## src/iprc_pkg.sv

```systemverilog
// package: register map, field layout and reset values of the priority control bank
// Operation
// - code seven is the highest priority level a source may hold
// - code one gives the lowest active priority level, one
// - code zero disables the source; it is never reported active
// - unimplemented bits read zero and ignore writes
// - every field resets to binary 100, priority level four
// - implemented field bits are readable and writable at any time
// - register three holds DMA1 at 10-8, ADC1 at 6-4, UART1 transmit at 2-0
// - register four holds pin change at 14-12, I2C1 master 6-4, slave 2-0
// - register five holds capture 8, capture 7, ADC2, external 1
// - register six holds timer 4, compare 4, compare 3, DMA2
// - register seven holds UART2 transmit, receive, external 2, timer 5
package iprc_pkg;
   localparam int IPRC_AW = 4;
   localparam int IPRC_DW = 16;
   localparam int IPRC_NSRC = 18;
   localparam logic [3:0] IPRC_OFS_CTRL3 = 4'h0;
   localparam logic [3:0] IPRC_OFS_CTRL4 = 4'h2;
   localparam logic [3:0] IPRC_OFS_CTRL5 = 4'h4;
   localparam logic [3:0] IPRC_OFS_CTRL6 = 4'h6;
   localparam logic [3:0] IPRC_OFS_CTRL7 = 4'h8;
   localparam logic [2:0] IPRC_FIELD_RST = 3'h4;
   localparam logic [2:0] IPRC_PRIO_OFF = 3'h0;
   localparam logic [15:0] IPRC_MASK3 = 16'h0777;
   localparam logic [15:0] IPRC_MASK4 = 16'h7077;
   localparam logic [15:0] IPRC_MASK_FULL = 16'h7777;
   localparam logic [15:0] IPRC_RST3 = 16'h0444;
   localparam logic [15:0] IPRC_RST4 = 16'h4044;
   localparam logic [15:0] IPRC_RST_FULL = 16'h4444;
   localparam int IPRC_F3 = 12;
   localparam int IPRC_F2 = 8;
   localparam int IPRC_F1 = 4;
   localparam int IPRC_F0 = 0;

   typedef struct packed {
      logic [2:0] level;
      logic active;
   } iprc_prio_t;

   typedef struct packed {
      logic [IPRC_AW-1:0] addr;
      logic [IPRC_DW-1:0] wdata;
      logic wr;
      logic rd;
   } iprc_bus_t;
endpackage

```

## src/iprc_field.sv

```systemverilog
// one priority register: masked storage with reset value
`timescale 1ns/1ns
`default_nettype none
module iprc_field
   import iprc_pkg::*;
#(
   parameter logic [15:0] MASK = IPRC_MASK_FULL,
   parameter logic [15:0] RST = IPRC_RST_FULL
) (
   input wire logic I_CLK,
   input wire logic I_RST,
   input wire logic i_we,
   input wire logic [15:0] i_wdata,
   output logic [15:0] o_value
);
   logic [15:0] value;
   logic [15:0] next_value;

   always_comb begin
      next_value = value;
      if (i_we) begin
         next_value = i_wdata & MASK;
      end
   end

   always_ff @(posedge I_CLK or posedge I_RST) begin
      if (I_RST) begin
         value <= RST;
      end else begin
         value <= next_value;
      end
   end

   assign o_value = value & MASK;

   a_unimpl_zero: assert property (@(posedge I_CLK) disable iff (I_RST)
      (o_value & ~MASK) == 16'h0000) else $error("unimplemented bit set");
   a_write_takes: assert property (@(posedge I_CLK) disable iff (I_RST)
      i_we |=> o_value == ($past(i_wdata) & MASK)) else $error("write lost");
   a_hold_value: assert property (@(posedge I_CLK) disable iff (I_RST)
      !i_we |=> $stable(o_value)) else $error("value changed without write");
endmodule
`default_nettype wire

```

## src/iprc_top.sv

```systemverilog
// top: bank of five priority control registers with decoded per-source levels
`timescale 1ns/1ns
`default_nettype none
module iprc_top
   import iprc_pkg::*;
(
   input wire logic I_CLK,
   input wire logic I_RST,
   input wire logic [IPRC_AW-1:0] I_ADDR,
   input wire logic [IPRC_DW-1:0] I_WDATA,
   input wire logic I_WR,
   input wire logic I_RD,
   output logic [IPRC_DW-1:0] O_RDATA,
   output logic [IPRC_NSRC*3-1:0] O_LEVEL,
   output logic [IPRC_NSRC-1:0] O_ACTIVE
);
   iprc_bus_t bus;
   logic [15:0] reg3, reg4, reg5, reg6, reg7;
   logic [4:0] we;
   logic [15:0] rdata;
   logic [15:0] next_rdata;
   logic [IPRC_NSRC*3-1:0] codes;
   iprc_prio_t prio [IPRC_NSRC];

   assign bus = '{addr: I_ADDR, wdata: I_WDATA, wr: I_WR, rd: I_RD};

   // writes to unmapped offsets are dropped silently
   always_comb begin
      we = 5'h00;
      if (bus.wr) begin
         unique case (bus.addr)
            IPRC_OFS_CTRL3: we = 5'h01;
            IPRC_OFS_CTRL4: we = 5'h02;
            IPRC_OFS_CTRL5: we = 5'h04;
            IPRC_OFS_CTRL6: we = 5'h08;
            IPRC_OFS_CTRL7: we = 5'h10;
            default: we = 5'h00;
         endcase
      end
   end

   iprc_field #(.MASK(IPRC_MASK3), .RST(IPRC_RST3)) u_ctrl3 (
      .I_CLK(I_CLK), .I_RST(I_RST), .i_we(we[0]), .i_wdata(bus.wdata), .o_value(reg3));
   iprc_field #(.MASK(IPRC_MASK4), .RST(IPRC_RST4)) u_ctrl4 (
      .I_CLK(I_CLK), .I_RST(I_RST), .i_we(we[1]), .i_wdata(bus.wdata), .o_value(reg4));
   iprc_field #(.MASK(IPRC_MASK_FULL), .RST(IPRC_RST_FULL)) u_ctrl5 (
      .I_CLK(I_CLK), .I_RST(I_RST), .i_we(we[2]), .i_wdata(bus.wdata), .o_value(reg5));
   iprc_field #(.MASK(IPRC_MASK_FULL), .RST(IPRC_RST_FULL)) u_ctrl6 (
      .I_CLK(I_CLK), .I_RST(I_RST), .i_we(we[3]), .i_wdata(bus.wdata), .o_value(reg6));
   iprc_field #(.MASK(IPRC_MASK_FULL), .RST(IPRC_RST_FULL)) u_ctrl7 (
      .I_CLK(I_CLK), .I_RST(I_RST), .i_we(we[4]), .i_wdata(bus.wdata), .o_value(reg7));

   // read data valid only in the cycle after the strobe; unmapped reads zero
   always_comb begin
      next_rdata = 16'h0000;
      if (bus.rd) begin
         unique case (bus.addr)
            IPRC_OFS_CTRL3: next_rdata = reg3;
            IPRC_OFS_CTRL4: next_rdata = reg4;
            IPRC_OFS_CTRL5: next_rdata = reg5;
            IPRC_OFS_CTRL6: next_rdata = reg6;
            IPRC_OFS_CTRL7: next_rdata = reg7;
            default: next_rdata = 16'h0000;
         endcase
      end
   end

   always_ff @(posedge I_CLK or posedge I_RST) begin
      if (I_RST) begin
         rdata <= 16'h0000;
      end else begin
         rdata <= next_rdata;
      end
   end

   assign O_RDATA = rdata;

   // source order, index 0 first: dma1, adc1, uart1_tx, pin_change, i2c1_master,
   // i2c1_slave, capture8, capture7, adc2, ext_irq1, timer4, compare4, compare3,
   // dma2, uart2_tx, uart2_rx, ext_irq2, timer5
   assign codes = {
      reg7[IPRC_F0 +: 3], reg7[IPRC_F1 +: 3], reg7[IPRC_F2 +: 3], reg7[IPRC_F3 +: 3],
      reg6[IPRC_F0 +: 3], reg6[IPRC_F1 +: 3], reg6[IPRC_F2 +: 3], reg6[IPRC_F3 +: 3],
      reg5[IPRC_F0 +: 3], reg5[IPRC_F1 +: 3], reg5[IPRC_F2 +: 3], reg5[IPRC_F3 +: 3],
      reg4[IPRC_F0 +: 3], reg4[IPRC_F1 +: 3], reg4[IPRC_F3 +: 3],
      reg3[IPRC_F0 +: 3], reg3[IPRC_F1 +: 3], reg3[IPRC_F2 +: 3]};

   // the code is the level itself, so arbitration can compare levels directly
   genvar g;
   generate
      for (g = 0; g < IPRC_NSRC; g++) begin : g_src
         assign prio[g].level = codes[g*3 +: 3];
         assign prio[g].active = codes[g*3 +: 3] != IPRC_PRIO_OFF;
         assign O_LEVEL[g*3 +: 3] = prio[g].level;
         assign O_ACTIVE[g] = prio[g].active;
      end
   endgenerate

   a_read_data: assert property (@(posedge I_CLK) disable iff (I_RST)
      (I_RD && I_ADDR == IPRC_OFS_CTRL5) |=> O_RDATA == $past(reg5))
      else $error("read data wrong");
   a_idle_read_zero: assert property (@(posedge I_CLK) disable iff (I_RST)
      !I_RD |=> O_RDATA == 16'h0000) else $error("read data outside read slot");
   a_zero_disables: assert property (@(posedge I_CLK) disable iff (I_RST)
      O_ACTIVE[0] == (O_LEVEL[2:0] != 3'h0)) else $error("active flag wrong");
   a_write_to_level: assert property (@(posedge I_CLK) disable iff (I_RST)
      (I_WR && I_ADDR == IPRC_OFS_CTRL7) |=> O_LEVEL[53:51] == $past(I_WDATA[2:0]))
      else $error("timer5 level wrong");
   a_reg4_hole: assert property (@(posedge I_CLK) disable iff (I_RST)
      reg4[11:7] == 5'h00) else $error("register four hole set");
   a_reg3_top: assert property (@(posedge I_CLK) disable iff (I_RST)
      reg3[15:11] == 5'h00) else $error("register three top set");
   a_seven_top: assert property (@(posedge I_CLK) disable iff (I_RST)
      (I_WR && I_ADDR == IPRC_OFS_CTRL6 && I_WDATA[14:12] == 3'h7)
      |=> O_LEVEL[32:30] == 3'h7 && O_ACTIVE[10]) else $error("level seven lost");
   a_one_low: assert property (@(posedge I_CLK) disable iff (I_RST)
      (I_WR && I_ADDR == IPRC_OFS_CTRL5 && I_WDATA[2:0] == 3'h1)
      |=> O_LEVEL[29:27] == 3'h1 && O_ACTIVE[9]) else $error("level one lost");
   a_reset_four: assert property (@(posedge I_CLK)
      $fell(I_RST) |-> O_LEVEL[2:0] == 3'h4 && reg6 == IPRC_RST_FULL)
      else $error("reset value wrong");
   // readback of every register, not only the one above
   a_read_ctrl3: assert property (@(posedge I_CLK) disable iff (I_RST)
      (I_RD && I_ADDR == IPRC_OFS_CTRL3) |=> O_RDATA == $past(reg3))
      else $error("register three read wrong");
   a_read_ctrl4: assert property (@(posedge I_CLK) disable iff (I_RST)
      (I_RD && I_ADDR == IPRC_OFS_CTRL4) |=> O_RDATA == $past(reg4))
      else $error("register four read wrong");
   a_read_ctrl6: assert property (@(posedge I_CLK) disable iff (I_RST)
      (I_RD && I_ADDR == IPRC_OFS_CTRL6) |=> O_RDATA == $past(reg6))
      else $error("register six read wrong");
   a_read_ctrl7: assert property (@(posedge I_CLK) disable iff (I_RST)
      (I_RD && I_ADDR == IPRC_OFS_CTRL7) |=> O_RDATA == $past(reg7))
      else $error("register seven read wrong");
   // the gaps between fields of the full registers must never hold ones
   a_reg5_gaps: assert property (@(posedge I_CLK) disable iff (I_RST)
      (reg5 & ~IPRC_MASK_FULL) == 16'h0000) else $error("register five gap set");
   a_reg6_gaps: assert property (@(posedge I_CLK) disable iff (I_RST)
      (reg6 & ~IPRC_MASK_FULL) == 16'h0000) else $error("register six gap set");
   a_reg7_gaps: assert property (@(posedge I_CLK) disable iff (I_RST)
      (reg7 & ~IPRC_MASK_FULL) == 16'h0000) else $error("register seven gap set");
   // the first source of registers three, four, five and seven, and the last (dma2) of six, follows its field after a write
   a_dma1_level: assert property (@(posedge I_CLK) disable iff (I_RST)
      (I_WR && I_ADDR == IPRC_OFS_CTRL3) |=> O_LEVEL[2:0] == $past(I_WDATA[10:8]))
      else $error("dma1 level wrong");
   a_pin_level: assert property (@(posedge I_CLK) disable iff (I_RST)
      (I_WR && I_ADDR == IPRC_OFS_CTRL4) |=> O_LEVEL[11:9] == $past(I_WDATA[14:12]))
      else $error("pin change level wrong");
   a_cap8_level: assert property (@(posedge I_CLK) disable iff (I_RST)
      (I_WR && I_ADDR == IPRC_OFS_CTRL5) |=> O_LEVEL[20:18] == $past(I_WDATA[14:12]))
      else $error("capture8 level wrong");
   a_dma2_level: assert property (@(posedge I_CLK) disable iff (I_RST)
      (I_WR && I_ADDR == IPRC_OFS_CTRL6) |=> O_LEVEL[41:39] == $past(I_WDATA[2:0]))
      else $error("dma2 level wrong");
   a_u2tx_level: assert property (@(posedge I_CLK) disable iff (I_RST)
      (I_WR && I_ADDR == IPRC_OFS_CTRL7) |=> O_LEVEL[44:42] == $past(I_WDATA[14:12]))
      else $error("uart2 transmit level wrong");
   a_off_inactive: assert property (@(posedge I_CLK) disable iff (I_RST)
      O_ACTIVE[17] == (O_LEVEL[53:51] != IPRC_PRIO_OFF)) else $error("timer5 active wrong");
endmodule
`default_nettype wire

```

## config.mk

```make
export PLATFORM = sky130hd
export DESIGN_NAME = iprc_top
export DESIGN_NICKNAME = d
export VERILOG_FILES = /design/src/iprc_pkg.sv /design/src/iprc_field.sv /design/src/iprc_top.sv
export SDC_FILE = /design/constraint.sdc
export NUM_CORES = 1
export LEC_CHECK = 0
export ABC_AREA = 1
export BUFFER_PORTS_ARGS = -buffer_cell sky130_fd_sc_hd__buf_2
export CORE_MARGIN = 3
export CORE_UTILIZATION = 35
export CTS_CLUSTER_SIZE = 8
export DETAILED_ROUTE_END_ITERATION = 6
export PLACE_DENSITY = 0.73
export SYNTH_ARGS = -nofsm -noshare
export SYNTH_HDL_FRONTEND = slang
export SYNTH_SLANG_ARGS = --single-unit
```

## constraint.sdc

```tcl
create_clock -name I_CLK -period 1.65 [get_ports I_CLK]
set_clock_uncertainty 0.1 [all_clocks]
set_input_delay 0 -clock I_CLK [delete_from_list [all_inputs] [get_ports I_CLK]]
set_output_delay 0 -clock I_CLK [all_outputs]
set_load 0.1 [all_outputs]
```

==> results.cfg <==
[cells_and_area]
fin_area_sq_um = 4130
syn_to_final_growth_pct = 31.9
layout-drive-gt1-share_pct = 39.9
multi_input_area_sq_um = 1270
fillers = 823
nets = 495
antennaDiodeCount = 0
instances_no_fill = 581
regArea_sq_um = 1680
final_core_utilization_pct = 48.8

[global_route]
grt_pass1_vias = 2895
grt_max_degree = 67
grt_pass1_wl_um = 14300
antenna_found_initial = 0
grt.total_usage_pct = 18.0
grt-ovfl-total = 0

[placed_design]
io_buffer_count = 103
gp_congestion = 0.806
place_hpwl_um = 6450
pre_cts_slack_ns = 0.223
placed_cell_area_sq_um = 3820
dp_cells = 552

[clock_tree]
cts_root_buf = clkbuf_8
numCtsBuffers = 9
clock_latency_ns = 0.34
cts_setup_buffers = 0
cts_htree_levels = 3
ctsLongestPathBuffers = 2
cts_tree = yes
cts.sinks = 66
path_clk_slew_ns = 0.08

[power_and_ir_drop]
finalPower_mw = 7.89
peakVddDrop_v = 0.00119
power_density_nw_per_um2 = 1910
leakage_nw = 2.09

[detailed_routing]
drt_wl_total_um = 8730
avgViaCountPerCell = 5.04
wire_per_inst_um = 15.0
drc = 0
drt-pass1-iter-count = 4
antenna_left = 0
drt_iter0_drc = 116
dr_total_vias = 2929

[sta]
timing.final.ws_setup_ns = 0.0865
finalMaxSlewViolations = 0
fin_tns_setup_ns = 0
grt_setup_unrepaired = no
fin_hold_ws_ns = 0.0145
period_share_pct = 94.8
period_needed_ns = 1.56
finalSetupViolations = 0
fmax_mhz = 640
hold_viol = 0

[logic_synthesis]
synth_seq_cells = 66
yosysSeqAreaShare_pct = 53.5
avgSynthCellArea_sq_um = 8.81
syn-instance-count = 355
synthDistinctLibCells = 24
ys.warnings.count = 0
netlist_top_cells_area = dfrtp_1, dfstp_2, nand3_1
synth_area_sq_um = 3130
synth_top_cell_by_area = dfrtp_1
synth_top_area_share_pct = 38.4

[die]
die_x_um = 101
rows = 33
die_y_um = 101
die-area_sq_um = 10100
ios = 112
initial_core_util_pct = 37.0
core-area_sq_um = 8460

[setup_path]
cp_data_arrival_time_ns = 1.46
critPathKind = reg2out
worst_setup_path_end_kind = primary output
cp_max_fo = 4
start_kind = register
max_stage_delay_ns = 0.43
cp_slowest_cell = dfrtp_1
cp_cell_sequence = or3_4, buf_2
required_ns = 1.55

[run]
cap_violations = 0

[hold_path]
min_path_type = in2reg

[run_status]
outcome = finished, final reports clean
[layout by cell type (no fill, tap or decap)]
cell type and n:
o21ai_0 39, clkbuf_8 11, buf_4 6, clkinv_2 2, o21ai_2 11, inv_2 2, and3_1 1, clkinv_4 1
clkinvlp_4 2, dfstp_2 18, nand3_2 11, dlygate4sd3_1 13, nor2_1 24, buf_12 2, dfrtp_2 2, conb_1 4
clkbuf_1 1, nand2_2 2, nor2_2 1, buf_2 103, nor2_4 3, nor2_8 1, inv_1 32, nand3_1 50
o21ai_1 13, nand2_1 63, dfrtp_1 46, or3_4 12
[flip-flops by register name, indices dropped and copies added, names as in the netlist]
signal / cells
u_ctrl5.value: 12
u_ctrl6.value: 12
O_RDATA: 12
u_ctrl4.value: 9
u_ctrl7.value: 12
u_ctrl3.value: 9
[cells by family after synthesis]
group / after synthesis / synth area share, %
and+or+nand+nor: 168 / 25.9
DFF: 66 / 53.5
AOI/OAI and AO/OA: 63 / 11.4
buffers and inverters: 57 / 9.08
other: 1 / 0.120
[per-layer routing]
layer,GRT usage (%),wire length (um),up-vias
li1,-,-,1390
met1,22.0,3490,1401
met2,31.4,4500,122
met3,3.18,534,16
met4,7.25,204,0
met5,0,0,-
[critical path: cells and delay by family, from the launching register on]
| kind | cells | cell delay [ns] |
|---|---|---|
| DFF | 1 | 0.43 |
| and+or+nand+nor | 1 | 0.39 |
| buffers and inverters | 1 | 0.30 |
[layout make-up]
| class | count | area share [%] |
|---|---|---|
| Clock buffer | 12 | 3.76 |
| Clock inverter | 4 | 0.637 |
| Inverter | 35 | 3.27 |
| Multi-Input combinational cell | 235 | 30.8 |
| Sequential cell | 66 | 40.6 |
| Tap cell | 105 | 3.18 |
| Timing Repair Buffer | 124 | 17.7 |
[path summary, 6_finish.rpt]
kind,start,endpoint,slack (ns),cells past startpoint
setup / recovery,u_ctrl6.value[4],O_ACTIVE[12],0.09,2
hold / removal,I_RD,O_RDATA[9],0.01,3
setup reg to reg,u_ctrl3.value[10],O_RDATA[10],0.53,4
hold reg to reg,u_ctrl7.value[10],u_ctrl7.value[10],0.40,2
max in group asynchronous,I_RST,u_ctrl5.value[6],0.93,4
min in group asynchronous,I_RST,u_ctrl6.value[9],0.19,4
[synthesized netlist by cell type]
master and n:
nand3_1 56, nor2_1 24, buf_2 10, buf_6 2, nor2_2 1, or3_1 12, clkbuf_1 2, o21ai_1 13
o21ai_0 39, nand2_1 63, dfrtp_1 48, and3_1 1, buf_8 2, conb_1 1, clkbuf_2 1, buf_4 5
nand2_2 2, o21ai_2 11, nand3_2 5, nor2_8 1, inv_2 2, inv_1 33, nor2_4 3, dfstp_2 18
[power breakdown]
group | internal (mW) | switching [mW] | leakage (nW)
combinational | 0.641 | 3.71 | 1.20
sequential | 1.98 | 0.311 | 0.804
clock | 0.625 | 0.625 | 0.0924
total | 3.25 | 4.64 | 2.09
[repair_timing]
action,CTS,global route
endpoints found under the hold margin,120,0
hold buffers,13,0
gates resized for setup,0,0
endpoints found under the setup margin,0,0
Power figures use the tool's default switching activity.
